<file path="src/include/tcp_pkg.sv">
// Constants, types and register map of the triple counter pacer
package tcp_pkg;

    // System clock and fixed internal counting source
    localparam int CLK_HZ         = 50_000_000;
    localparam int CLK_PERIOD_NS  = 20;
    localparam int INT_CLK_HZ     = 2_000_000;
    localparam int INT_DIV        = CLK_HZ / INT_CLK_HZ;
    localparam int INT_DIV_W      = 5;
    localparam logic [INT_DIV_W-1:0] INT_DIV_LAST =
        INT_DIV_W'(INT_DIV - 1);
    localparam logic [INT_DIV_W-1:0] RST_DIV_CNT  = 5'h00;

    // Fastest external counting clock, 5 MHz
    localparam int EXT_CLK_MIN_NS  = 200;
    localparam int EXT_CLK_MIN_CYC =
        (EXT_CLK_MIN_NS + CLK_PERIOD_NS - 1) / CLK_PERIOD_NS;

    localparam int NUM_CNT  = 3;
    localparam int NUM_PINS = 4;

    // Byte offsets of the four I/O locations
    localparam logic [1:0] OFS_CNT0 = 2'h0;
    localparam logic [1:0] OFS_CNT1 = 2'h1;
    localparam logic [1:0] OFS_CNT2 = 2'h2;
    localparam logic [1:0] OFS_CTRL = 2'h3;

    // Control word fields
    localparam int CW_SEL_LO  = 6;
    localparam int CW_RW_LO   = 4;
    localparam int CW_MODE_LO = 1;
    localparam int CW_BCD     = 0;
    localparam logic [1:0] SEL_READBACK = 2'h3;

    // Read/write access formats
    localparam logic [1:0] RW_LATCH = 2'h0;
    localparam logic [1:0] RW_LSB   = 2'h1;
    localparam logic [1:0] RW_MSB   = 2'h2;
    localparam logic [1:0] RW_BOTH  = 2'h3;

    typedef enum logic [2:0] {
        MODE0 = 3'h0,
        MODE1 = 3'h1,
        MODE2 = 3'h2,
        MODE3 = 3'h3,
        MODE4 = 3'h4,
        MODE5 = 3'h5
    } cnt_mode_e;

    // Values after reset, and what a read of the control location returns
    localparam cnt_mode_e   RST_MODE  = MODE0;
    localparam logic [1:0]  RST_RWM   = RW_BOTH;
    localparam logic [15:0] RST_COUNT = 16'h0000;
    localparam logic [7:0]  RST_RDATA = 8'h00;
    localparam logic [7:0]  CTRL_READ = 8'h00;

    typedef struct packed {
        cnt_mode_e [NUM_CNT-1:0]        mode;
        logic [NUM_CNT-1:0][1:0]        rwm;
        logic [NUM_CNT-1:0]             bcd;
        logic [NUM_CNT-1:0][15:0]       cr;
        logic [NUM_CNT-1:0][15:0]       ce;
        logic [NUM_CNT-1:0][15:0]       ol;
        logic [NUM_CNT-1:0]             latched;
        logic [NUM_CNT-1:0]             wr_hi;
        logic [NUM_CNT-1:0]             rd_hi;
        logic [NUM_CNT-1:0]             load_pend;
        logic [NUM_CNT-1:0]             trig;
        logic [NUM_CNT-1:0]             armed;
        logic [NUM_CNT-1:0]             run;
        logic [NUM_CNT-1:0]             out;
        logic [NUM_CNT-1:0]             out_prev;
        logic [7:0]                     rdata;
        logic                           adc_trig;
    } pacer_s;

endpackage

</file>
<file path="src/include/timer_pins_if.sv">
// Raw and synchronised timer pins shared between top and synchroniser
`timescale 1ns/10ps
`default_nettype none
interface timer_pins_if;
    import tcp_pkg::*;
    logic [NUM_PINS-1:0] raw;
    logic [NUM_PINS-1:0] level;
    logic [NUM_PINS-1:0] rise;
    logic [NUM_PINS-1:0] fall;
    modport sync (input raw, output level, output rise, output fall);
    modport user (output raw, input level, input rise, input fall);
endinterface
`default_nettype wire

</file>
<file path="src/int_clk_div.sv">
// Divider that makes the 2 MHz internal counting tick
`timescale 1ns/10ps
`default_nettype none
module int_clk_div
    import tcp_pkg::*;
(
    input  wire logic    i_clk,
    input  wire logic    i_rst_n,
    input  wire logic    i_ce,
    output logic         o_tick
);
    typedef struct packed {
        logic [INT_DIV_W-1:0] cnt;
        logic                 tick;
    } div_s;

    div_s q;
    div_s d;

    always_comb
    begin
        d      = q;
        d.tick = (q.cnt == INT_DIV_LAST);
        d.cnt  = d.tick ? RST_DIV_CNT : q.cnt + 5'h01;
    end

    always_ff @(posedge i_clk or negedge i_rst_n)
    begin
        if (!i_rst_n)
            q <= '0;
        else if (i_ce)
            q <= d;
    end

    assign o_tick = q.tick;
endmodule
`default_nettype wire

</file>
<file path="src/pin_sync.sv">
// Two-flop synchroniser with edge detection for the timer pins
`timescale 1ns/10ps
`default_nettype none
module pin_sync
    import tcp_pkg::*;
(
    input  wire logic    i_clk,
    input  wire logic    i_rst_n,
    input  wire logic    i_ce,
    timer_pins_if.sync   pins
);
    typedef struct packed {
        logic [NUM_PINS-1:0] s1;
        logic [NUM_PINS-1:0] s2;
        logic [NUM_PINS-1:0] s3;
    } sync_s;

    sync_s q;
    sync_s d;

    always_comb
    begin
        d    = q;
        d.s1 = pins.raw;
        d.s2 = q.s1;
        d.s3 = q.s2;
    end

    always_ff @(posedge i_clk or negedge i_rst_n)
    begin
        if (!i_rst_n)
            q <= '0;
        else if (i_ce)
            q <= d;
    end

    // Edges compare stages two and three only
    assign pins.level = q.s2;
    assign pins.rise  = q.s2 & ~q.s3;
    assign pins.fall  = ~q.s2 & q.s3;
endmodule
`default_nettype wire

</file>
<file path="src/triple_counter_pacer.sv">
// Three 16-bit down counters with cascaded A/D pacer on a byte port
`timescale 1ns/10ps
`default_nettype none
module triple_counter_pacer
    import tcp_pkg::*;
(
    input  wire logic                i_clk,
    input  wire logic                i_rst_n,
    input  wire logic                i_ce,
    input  wire logic [1:0]          i_addr,
    input  wire logic                i_wr,
    input  wire logic                i_rd,
    input  wire logic [7:0]          i_wdata,
    output logic      [7:0]          o_rdata,
    input  wire logic                i_clk0_ext_sel,
    input  wire logic                i_ext_clk0,
    input  wire logic [NUM_CNT-1:0]  i_gate,
    input  wire logic                i_pacer_int_sel,
    output logic      [NUM_CNT-1:0]  o_timer_out,
    output logic                     o_adc_trig
);
    pacer_s              q;
    pacer_s              d;
    logic                int_tick;
    logic [NUM_CNT-1:0]  tick;
    logic [NUM_CNT-1:0]  gate_lvl;
    logic [NUM_CNT-1:0]  gate_rise;

    timer_pins_if pins ();

    assign pins.raw = {i_gate, i_ext_clk0};

    pin_sync u_sync (
        .i_clk   (i_clk),
        .i_rst_n (i_rst_n),
        .i_ce    (i_ce),
        .pins    (pins)
    );

    int_clk_div u_div (
        .i_clk   (i_clk),
        .i_rst_n (i_rst_n),
        .i_ce    (i_ce),
        .o_tick  (int_tick)
    );

    assign gate_lvl  = pins.level[NUM_PINS-1:1];
    assign gate_rise = pins.rise[NUM_PINS-1:1];

    // Counting happens on the falling edge of each counter's clock
    assign tick[0] = i_clk0_ext_sel ? pins.fall[0] : int_tick;
    assign tick[1] = int_tick;
    assign tick[2] = q.out_prev[1] & ~q.out[1];

    function automatic logic [15:0] dec16(input logic [15:0] v,
                                          input logic        bcd);
        logic [15:0] r;
        logic        brw;
        r   = v - 16'h0001;
        brw = 1'b1;
        if (bcd)
        begin
            r = v;
            for (int k = 0; k < 4; k++)
            begin
                if (brw)
                begin
                    if (v[4*k +: 4] == 4'h0)
                        r[4*k +: 4] = 4'h9;
                    else
                    begin
                        r[4*k +: 4] = v[4*k +: 4] - 4'h1;
                        brw         = 1'b0;
                    end
                end
            end
        end
        return r;
    endfunction

    always_comb
    begin
        logic [15:0] nx;
        logic [15:0] rv;
        logic [15:0] hv;
        logic [1:0]  ch;
        logic [2:0]  wm;
        logic        done;
        nx   = RST_COUNT;
        rv   = RST_COUNT;
        hv   = RST_COUNT;
        ch   = i_wdata[CW_SEL_LO +: 2];
        wm   = i_wdata[CW_MODE_LO +: 3];
        done = 1'b0;
        d    = q;
        d.adc_trig = q.out_prev[2] & ~q.out[2] & i_pacer_int_sel;
        for (int i = 0; i < NUM_CNT; i++)
        begin
            d.out_prev[i] = q.out[i];
            nx = dec16(q.ce[i], q.bcd[i]);
            hv = {q.cr[i][15:1], 1'b0};
            if (!gate_lvl[i] &&
                (q.mode[i] == MODE2 || q.mode[i] == MODE3))
                d.out[i] = 1'b1;
            if (tick[i])
            begin
                unique case (q.mode[i])
                    MODE0:
                    begin
                        if (q.load_pend[i])
                        begin
                            d.ce[i]        = q.cr[i];
                            d.load_pend[i] = 1'b0;
                            d.run[i]       = 1'b1;
                        end
                        else if (q.run[i] && gate_lvl[i])
                        begin
                            d.ce[i] = nx;
                            if (nx == RST_COUNT)
                                d.out[i] = 1'b1;
                        end
                    end
                    MODE1, MODE5:
                    begin
                        if (q.trig[i])
                        begin
                            d.ce[i]    = q.cr[i];
                            d.trig[i]  = 1'b0;
                            d.armed[i] = 1'b1;
                            d.out[i]   = (q.mode[i] == MODE5);
                        end
                        else
                        begin
                            d.ce[i] = nx;
                            if (q.armed[i] && nx == RST_COUNT)
                            begin
                                d.armed[i] = 1'b0;
                                d.out[i]   = (q.mode[i] == MODE1);
                            end
                            else if (q.mode[i] == MODE5)
                                d.out[i] = 1'b1;
                        end
                    end
                    MODE2:
                    begin
                        if (q.load_pend[i] || q.trig[i])
                        begin
                            d.ce[i]        = q.cr[i];
                            d.load_pend[i] = 1'b0;
                            d.trig[i]      = 1'b0;
                            d.run[i]       = 1'b1;
                            d.out[i]       = 1'b1;
                        end
                        else if (q.run[i] && gate_lvl[i])
                        begin
                            // Zero reloads as 65536 through the wrap
                            if (q.ce[i] == 16'h0001)
                            begin
                                d.ce[i]  = q.cr[i];
                                d.out[i] = 1'b1;
                            end
                            else
                            begin
                                d.ce[i]  = nx;
                                d.out[i] = (nx != 16'h0001);
                            end
                        end
                    end
                    MODE3:
                    begin
                        // Odd counts stay high one tick longer
                        rv = (q.cr[i][0] && !q.out[i]) ? hv + 16'h0002
                                                        : hv;
                        if (q.load_pend[i] || q.trig[i])
                        begin
                            d.ce[i]        = q.cr[i][0] ? hv + 16'h0002
                                                        : hv;
                            d.load_pend[i] = 1'b0;
                            d.trig[i]      = 1'b0;
                            d.run[i]       = 1'b1;
                            d.out[i]       = 1'b1;
                        end
                        else if (q.run[i] && gate_lvl[i])
                        begin
                            if (q.ce[i] == 16'h0002)
                            begin
                                d.ce[i]  = rv;
                                d.out[i] = ~q.out[i];
                            end
                            else
                                d.ce[i] = q.ce[i] - 16'h0002;
                        end
                    end
                    MODE4:
                    begin
                        if (q.load_pend[i])
                        begin
                            d.ce[i]        = q.cr[i];
                            d.load_pend[i] = 1'b0;
                            d.run[i]       = 1'b1;
                            d.armed[i]     = 1'b1;
                            d.out[i]       = 1'b1;
                        end
                        else if (q.run[i] && gate_lvl[i])
                        begin
                            d.ce[i]  = nx;
                            d.out[i] = !(q.armed[i] && nx == RST_COUNT);
                            if (nx == RST_COUNT)
                                d.armed[i] = 1'b0;
                        end
                    end
                    default:
                    begin
                        d.mode[i] = RST_MODE;
                    end
                endcase
            end
            // After the tick, so the tick's clear of trig never drops a fresh gate edge
            if (gate_rise[i] && (q.run[i] || q.load_pend[i]))
                d.trig[i] = 1'b1;
        end
        // Host access after counting, so a write wins over a tick
        if (i_wr && i_addr == OFS_CTRL && ch != SEL_READBACK)
        begin
            if (i_wdata[CW_RW_LO +: 2] == RW_LATCH)
            begin
                if (!q.latched[ch])
                begin
                    d.ol[ch]      = q.ce[ch];
                    d.latched[ch] = 1'b1;
                end
            end
            else
            begin
                d.mode[ch]      = wm[1] ? cnt_mode_e'({1'b0, wm[1:0]})
                                        : cnt_mode_e'(wm);
                d.rwm[ch]       = i_wdata[CW_RW_LO +: 2];
                d.bcd[ch]       = i_wdata[CW_BCD];
                d.out[ch]       = (wm != 3'h0);
                d.wr_hi[ch]     = 1'b0;
                d.rd_hi[ch]     = 1'b0;
                d.latched[ch]   = 1'b0;
                d.load_pend[ch] = 1'b0;
                d.trig[ch]      = 1'b0;
                d.armed[ch]     = 1'b0;
                d.run[ch]       = 1'b0;
            end
        end
        else if (i_wr && i_addr != OFS_CTRL)
        begin
            unique case (q.rwm[i_addr])
                RW_LSB:
                begin
                    d.cr[i_addr] = {8'h00, i_wdata};
                    done         = 1'b1;
                end
                RW_MSB:
                begin
                    d.cr[i_addr] = {i_wdata, 8'h00};
                    done         = 1'b1;
                end
                default:
                begin
                    if (!q.wr_hi[i_addr])
                        d.cr[i_addr][7:0] = i_wdata;
                    else
                        d.cr[i_addr][15:8] = i_wdata;
                    done            = q.wr_hi[i_addr];
                    d.wr_hi[i_addr] = ~q.wr_hi[i_addr];
                end
            endcase
            if (done)
            begin
                d.load_pend[i_addr] = 1'b1;
                if (q.mode[i_addr] == MODE0)
                begin
                    d.out[i_addr] = 1'b0;
                    d.run[i_addr] = 1'b0;
                end
                if (q.mode[i_addr] == MODE1 || q.mode[i_addr] == MODE5)
                    d.run[i_addr] = 1'b1;
            end
        end
        if (i_rd)
        begin
            d.rdata = CTRL_READ;
            if (i_addr != OFS_CTRL)
            begin
                nx = q.latched[i_addr] ? q.ol[i_addr] : q.ce[i_addr];
                unique case (q.rwm[i_addr])
                    RW_LSB:
                    begin
                        d.rdata = nx[7:0];
                        if (q.latched[i_addr])
                            d.latched[i_addr] = 1'b0;
                    end
                    RW_MSB:
                    begin
                        d.rdata = nx[15:8];
                        if (q.latched[i_addr])
                            d.latched[i_addr] = 1'b0;
                    end
                    default:
                    begin
                        d.rdata = q.rd_hi[i_addr] ? nx[15:8] : nx[7:0];
                        d.rd_hi[i_addr] = ~q.rd_hi[i_addr];
                        if (q.rd_hi[i_addr] && q.latched[i_addr])
                            d.latched[i_addr] = 1'b0;
                    end
                endcase
            end
        end
    end

    always_ff @(posedge i_clk or negedge i_rst_n)
    begin
        if (!i_rst_n)
        begin
            q       <= '0;
            q.mode  <= '{default: RST_MODE};
            q.rwm   <= {NUM_CNT{RST_RWM}};
            q.rdata <= RST_RDATA;
        end
        else if (i_ce)
            q <= d;
    end

    assign o_rdata     = q.rdata;
    assign o_timer_out = q.out;
    assign o_adc_trig  = q.adc_trig;
endmodule
`default_nettype wire

</file>
<file path="config.mk">
export PLATFORM = sky130hd
export DESIGN_NAME = triple_counter_pacer
export DESIGN_NICKNAME = d
export VERILOG_FILES = /design/src/include/tcp_pkg.sv /design/src/include/timer_pins_if.sv /design/src/int_clk_div.sv /design/src/pin_sync.sv /design/src/triple_counter_pacer.sv
export SDC_FILE = /design/constraint.sdc
export NUM_CORES = 1
export LEC_CHECK = 0
export BUFFER_PORTS_ARGS = -buffer_cell sky130_fd_sc_hd__buf_2
export CORE_ASPECT_RATIO = 1.25
export CORE_UTILIZATION = 50
export DETAILED_ROUTE_END_ITERATION = 8
export PLACE_DENSITY = 0.66
export SLEW_MARGIN = 30
export SYNTH_ARGS = -nofsm -noshare
export SYNTH_HDL_FRONTEND = slang
export SYNTH_SLANG_ARGS = --single-unit
</file>
<file path="constraint.sdc">
create_clock -name i_clk -period 10.3 [get_ports i_clk]
set_input_delay 2.06 -clock i_clk [delete_from_list [all_inputs] [get_ports i_clk]]
set_output_delay 2.06 -clock i_clk [all_outputs]
set_load 0.01 [all_outputs]
</file>
* Yosys cells after proc, flatten, opt, wreduce, memory -nomap -nowiden
Cells that the tools add are included.
** Storage, ports and cells
- Register bits after elaboration :: 216
- Output and inout port bits :: 12
- Bits of input ports :: 21
** Cells by class
- Eq/ne operators :: 43
- Add/subtract/negate cells :: 22
- Reduce and logical (&&, ||, !) cells :: 86
- Magnitude comparators :: 4
- Bitwise gates (word level) :: 30
- Muxes and demuxes :: 282
** Operators with widths (count)
- 2-to-1 mux 16 bit :: 43
- bitwise mux 48 bit :: 5
- case mux 16 bit (4 select lines) :: 3
- demux 16 bit (select 2 bit) :: 4
- 2-to-1 mux 1 bit :: 124
- binary-select mux 16 bit (select 2 bit) :: 3
- case mux 48 bit (2 select lines) :: 1
- 2-to-1 mux 3 bit :: 28
- 2-to-1 mux 4 bit :: 21
- adder 16 x 2 -> 16 bit, second input constant :: 3
- equality test 16 x 1 -> 1 bit, second input constant :: 3
- equality test 16 x 2 -> 1 bit, second input constant :: 3
- logical NOT 16 bit :: 3
- logical NOT 4 bit :: 12
- 2-to-1 mux 48 bit :: 1
- 2-to-1 mux 6 bit :: 8
- != test 16 x 1 -> 1 bit, second input constant :: 3
- subtractor 16 x 1 -> 16 bit, second input constant :: 3
- subtractor 16 x 2 -> 16 bit, second input constant :: 3
- subtractor 4 x 1 -> 4 bit, second input constant :: 12
- 2-to-1 mux 18 bit :: 2
- bitwise AND 3 bit :: 10
- != test 3 x 1 -> 1 bit, second input constant :: 9
- 2-to-1 mux 8 bit :: 3
- other kinds (46) :: 157

* Longest topological paths before layout
- Word-level depth :: 26
- Gate-level depth with buffers :: 15
- Gate-level depth less buffers :: 12

* Cells and area by module
From an unflattened synthesis, not the netlist that was laid out.
** Unflattened totals
- Cells, all modules :: 2111
- Area total of the unflattened synthesis :: 16522.1 um^2
** Modules (own cells, without submodules)
- triple_counter_pacer :: times used 1, seq. area each 4937.2 um^2, cells each 2040, area an instance 15637.5 um^2
- pin_sync :: times used 1, seq. area each 300.3 um^2, cells each 37, area an instance 564.3 um^2
- int_clk_div :: times used 1, seq. area each 150.1 um^2, cells each 34, area an instance 320.3 um^2

* Worst setup path before layout
OpenSTA, ideal clock, no wires.
- Kind :: input -> register
- From :: input i_addr[0]
- To :: register q (netlist bit o_timer_out[0])
- Required time :: 10.160 ns
- Cell stages on the path :: 15
- Library setup time :: 0.140 ns
- Arrival time :: 5.276 ns
- Setup slack :: 4.883 ns
- Path through :: clkbuf_1 clkbuf_1 buf_1 mux2i_1 nor2_1 a21oi_1 inv_1 ha_1 o221ai_1 nand2_1 nor2_1 a21oi_1 and4_1 a221oi_1 o211ai_1
** Between the ends
- Longest elaborated chain between the ends :: 13
- Elaborated cells between the ends (all ways) :: 32
- Classes of those cells :: order compare (2); eq/ne (4); mux (18); bitwise (2); reduce/logical (6)
** RTL lines
- from (decl) :: RTL line triple_counter_pacer.sv:10 : input wire logic [1:0] i_addr,
- < comparator 2 x 3 -> 1 bit (implied by the code) / greater-or-equal comparator 2 x 1 -> 1 bit (equally long branches) :: RTL line triple_counter_pacer.sv:277 : d.out[i_addr] = 1'b0;
- logical AND 1 bit (implied by the code) :: RTL line triple_counter_pacer.sv:277
- 2-to-1 mux 1 bit (implied by the code) :: RTL line triple_counter_pacer.sv:277
- demux 1 bit (select 2 bit) :: RTL line triple_counter_pacer.sv:277
- inverter 3 bit (no line)
- bitwise AND 3 bit (no line)
- 2-to-1 mux 6 bit :: RTL line triple_counter_pacer.sv:275 : if (q.mode[i_addr] == MODE0)
- 2-to-1 mux 6 bit :: RTL line triple_counter_pacer.sv:272 : if (done)
- 2-to-1 mux 6 bit :: RTL line triple_counter_pacer.sv:249 : else if (i_wr && i_addr != OFS_CTRL)
- 2-to-1 mux 6 bit :: RTL line triple_counter_pacer.sv:223 : if (i_wr && i_addr == OFS_CTRL && ch != SEL_READBACK)
- 2-to-1 mux 6 bit :: RTL line triple_counter_pacer.sv:272
- 2-to-1 mux 6 bit :: RTL line triple_counter_pacer.sv:249
- 2-to-1 mux 6 bit (*) :: RTL line triple_counter_pacer.sv:223
- to (decl) :: RTL line triple_counter_pacer.sv:22 : pacer_s q;
Every way passes the cells marked *; elsewhere a longest branch is shown, timed or not. The select of a mux whose other input is x is not followed.
A chain may end at the register's enable or synchronous reset.

* Final worst setup path
Ends and elaborated chain as after synthesis.

==> results.sh <==
export IMPL_status="completed"
export IMPL_synth_top_cell_area_share_pct=30.8
export IMPL_reg2reg_to="o_timer_out[0]"
export IMPL_ys_top_cells_by_area="dfrtp_1 31%, nand2_1 5.6%, nor2_1 5.5%"
export IMPL_final_max_slew_viol_count=0
export IMPL_gp_congestion=0.993
export IMPL_syn_num_nets=2249
export IMPL_crit_buf_inv=3
export IMPL_htree_levels=1
export IMPL_cts_hold_buffers=0
export IMPL_path_class="in2reg"
export IMPL_nets=2128
export IMPL_swShare_pct=48.3
export IMPL_crit_path_top_delay_cell="buf_4"
export IMPL_syn_avg_cell_area_sq_um=7.70
export IMPL_rsz0062_at_grt="no"
export IMPL_internal_power_uw=2420
export IMPL_cts_tree="done"
export IMPL_clock_latency_ps=540
export IMPL_max_stage_delay_ps=610
export IMPL_vias=16800
export IMPL_ctsResizeCount=0
export IMPL_path_clk_slew_ps=60
export IMPL_syn_cell_area_sq_um=17000
export IMPL_critPathTopFamily="simple AND/OR/NAND/NOR gates"
export IMPL_die_area_sq_um=34700
export IMPL_r2r_slack_ps=6150
export IMPL_diodes=0
export IMPL_initial_utilization_pct=50.7
export IMPL_grt_pass1_wl_um=93100
export IMPL_core_area_sq_um=33500
export IMPL_cts_buffer_depth=3
export IMPL_yosysWarnings=0
export IMPL_grt_max_degree=80
export IMPL_dieWidth_um=167
export IMPL_synth_cells=2203
export IMPL_worstReg2RegStart="q[85]"
export IMPL_grt_pass1_vias=16200
export IMPL_critPathRequiredTime_ps=10700
export IMPL_hold_path_class="reg2reg"
export IMPL_ioPinCount=33
export IMPL_holdPathStages=2
export IMPL_dp_final_hpwl_um=42600
export IMPL_worst_slew_pin_transition_ps=1000
export IMPL_switchingPower_uw=2260
export IMPL_drt_iter0_drc=1985
export IMPL_async_flop_share_pct=100
export IMPL_finalSetupTns_ps=0
export IMPL_start_kind="primary input"
export IMPL_portBuffers=32
export IMPL_postPlaceCellArea_sq_um=17100
export IMPL_synth_ff_latch_count=215
export IMPL_synth_edf_count=0
export IMPL_drv_cap=0
export IMPL_p_clk_share_pct=19.7
export IMPL_final_setup_skew_ps=11.7
export IMPL_setup_viol=0
export IMPL_grt_usage_pct=34.0
export IMPL_drc=0
export IMPL_leakage_uw=0.00735
export IMPL_hold_path_startpoint="q[188]"
export IMPL_min_delay_worst_endpoint="q[188]"
export IMPL_ff2ff_path_depth=10
export IMPL_cts_root_buffer="clkbuf_16"
export IMPL_max_freq_mhz=193
export IMPL_cp_max_fo=47
export IMPL_first_pass_iters=6
export IMPL_synth_largest_area_cell="dfrtp_1"
export IMPL_critPathCaptureType="flip-flop"
export IMPL_relSlewSlack_pct=32.5
export IMPL_post_cts_setup_buffers=0
export IMPL_cts_buffers=25
export IMPL_area_growth_pct=5.59
export IMPL_finalHoldViolations=0
export IMPL_min_period_ps=5180
export IMPL_yosysUniqueCellTypes=86
export IMPL_ant_nets=0
export IMPL_antenna_found_initial=0
export IMPL_synth_flop_cell="dfrtp_1"
export IMPL_irDropWorstVdd_mv=0.118
export IMPL_combPwrFrac_pct=48.1
export IMPL_finalPower_uw=4680
export IMPL_drive_gt1_share_pct=8.53
export IMPL_final_cell_area_sq_um=17900
export IMPL_die_h_um=208
export IMPL_vias_per_cell=6.68
export IMPL_p_per_area_nw_per_um2=261
export IMPL_grt_ovfl_total=0
export IMPL_ys_seq_area_share_pct=31.7
export IMPL_avgRoutedWirePerCell_um=23.5
export IMPL_critPathArrivalTime_ps=5580
export IMPL_rows=75
export IMPL_drt_wl_total_um=59300
export IMPL_fin_crit_sh_pct=50.3
export IMPL_crit_chain="buf_2 -> buf_4 -> mux2i_1 -> nor2_1 -> a21oi_1 -> inv_1 -> ha_1 -> o221ai_1 -> nand2_1 -> nor2_1 -> a21oi_1 -> and4_1 -> a221oi_1 -> o211ai_1"
export IMPL_power_frac_seq_pct=32.2
export IMPL_cts_sinks=215
flip-flops by register name, summed over array words and instances, names as in the netlist:
signal and cells:
o_rdata 8, u_sync.pins.level 4, u_div.o_tick 1, u_sync.d 4
o_timer_out 3, u_div.q 5, o_adc_trig 1, q 185
u_sync.q 4
worst register-to-register path, delay by kind of cell (launching register included):
kind	cells	cell delay, ps
simple gates	5	1740
flops	1	700
mux	1	650
fa+ha+maj	1	330
compound gates	2	330
buf+inv	1	270
area by class of cell:
| class | count | area (sq um) |
|---|---|---|
| multi-input combinational | 1737 | 10600 |
| clock buffer | 34 | 729 |
| inverter | 48 | 180 |
| timing repair buffer | 55 | 347 |
| tap | 423 | 529 |
| sequential | 215 | 5390 |
| clock inverter | 10 | 113 |
| fill | 3181 | 15600 |
stage by stage:
stage | utilization (%) | worst slack, ps | hold slack, ps | std cells
after floorplan | - | 4880 | 432 | 2203
after global placement | 50.9 | 4820 | 455 | 2478
after detailed placement | 50.9 | 4680 | 455 | 2478
after CTS | 53.5 | 5230 | 470 | 2522
after global routing | 53.5 | 4910 | 503 | 2522
final | 53.5 | 5120 | 469 | 2522
cells by family after synthesis:
family          after synthesis  synth area share [%]
simple gates                837                  23.6
compound gates              682                  26.0
flops                       215                  31.7
mux                          98                  5.97
buf+inv                     251                  5.93
xor+xnor                     95                  4.90
fa+ha+maj                    25                  1.84
layer usage:
metal	GRT usage (%)	share of wire [%]	vias up
li1	-	-	7748
met1	43.2	40	8099
met2	55.8	47	796
met3	3.44	6.3	200
met4	21.0	6.2	0
met5	0	0	-
cells in the final DEF, fill, tap and decap left out, types with 47 or more instances in the layout:
cell type  Yosys  final
dfrtp_1      209    209
mux2i_1       72     72
a211oi_1      49     49
nand2_1      252    252
nor3_1        61     58
nand3_1       50     49
o21ai_0      182    180
xnor2_1       52     52
inv_1         47     47
nor2_1       247    245
a21oi_1      173    173
how the worst max path moves through the flow:
stage / slack, ps / cells after the start / to / startpoint
after floorplan: 4880 / 15 / o_timer_out[0] / i_addr[0]
final: 5120 / 14 / o_timer_out[0] / i_addr[0]
after global placement: 4820 / 14 / o_timer_out[0] / i_addr[0]
after CTS: 5230 / 14 / o_timer_out[0] / i_addr[0]
after detailed placement: 4680 / 14 / o_timer_out[0] / i_addr[0]
after global routing: 4910 / 14 / o_timer_out[0] / i_addr[0]
synth_stat cells, types with 11 or more instances:
cell,count
a21oi_1,173
nor2_1,247
o21ai_0,182
a221oi_1,20
mux2i_1,72
inv_1,47
clkbuf_1,168
buf_1,16
a22o_1,44
buf_4,11
nor3_1,61
o22ai_1,16
nand4_1,29
or4_1,17
nand2_1,252
a31oi_1,21
nand2b_1,27
and3_1,16
o21a_1,12
o31ai_1,13
xor2_1,43
a21o_1,16
or2_2,17
mux2_2,26
and2_1,18
dfrtp_1,209
ha_1,25
nand3_1,50
o211ai_1,21
xnor2_1,52
nor4_1,29
nor2b_1,17
a211oi_1,49
or3_1,15
power by group through the flow:
stage	combinational (uW)	clock [uW]	sequential, uW
after floorplan	1840	0	1150
after global placement	2160	0	1500
after detailed placement	2190	0	1500
after CTS	2200	935	1490
after global routing	2450	965	1530
final	2250	921	1510
Power figures use the tool's default switching activity.
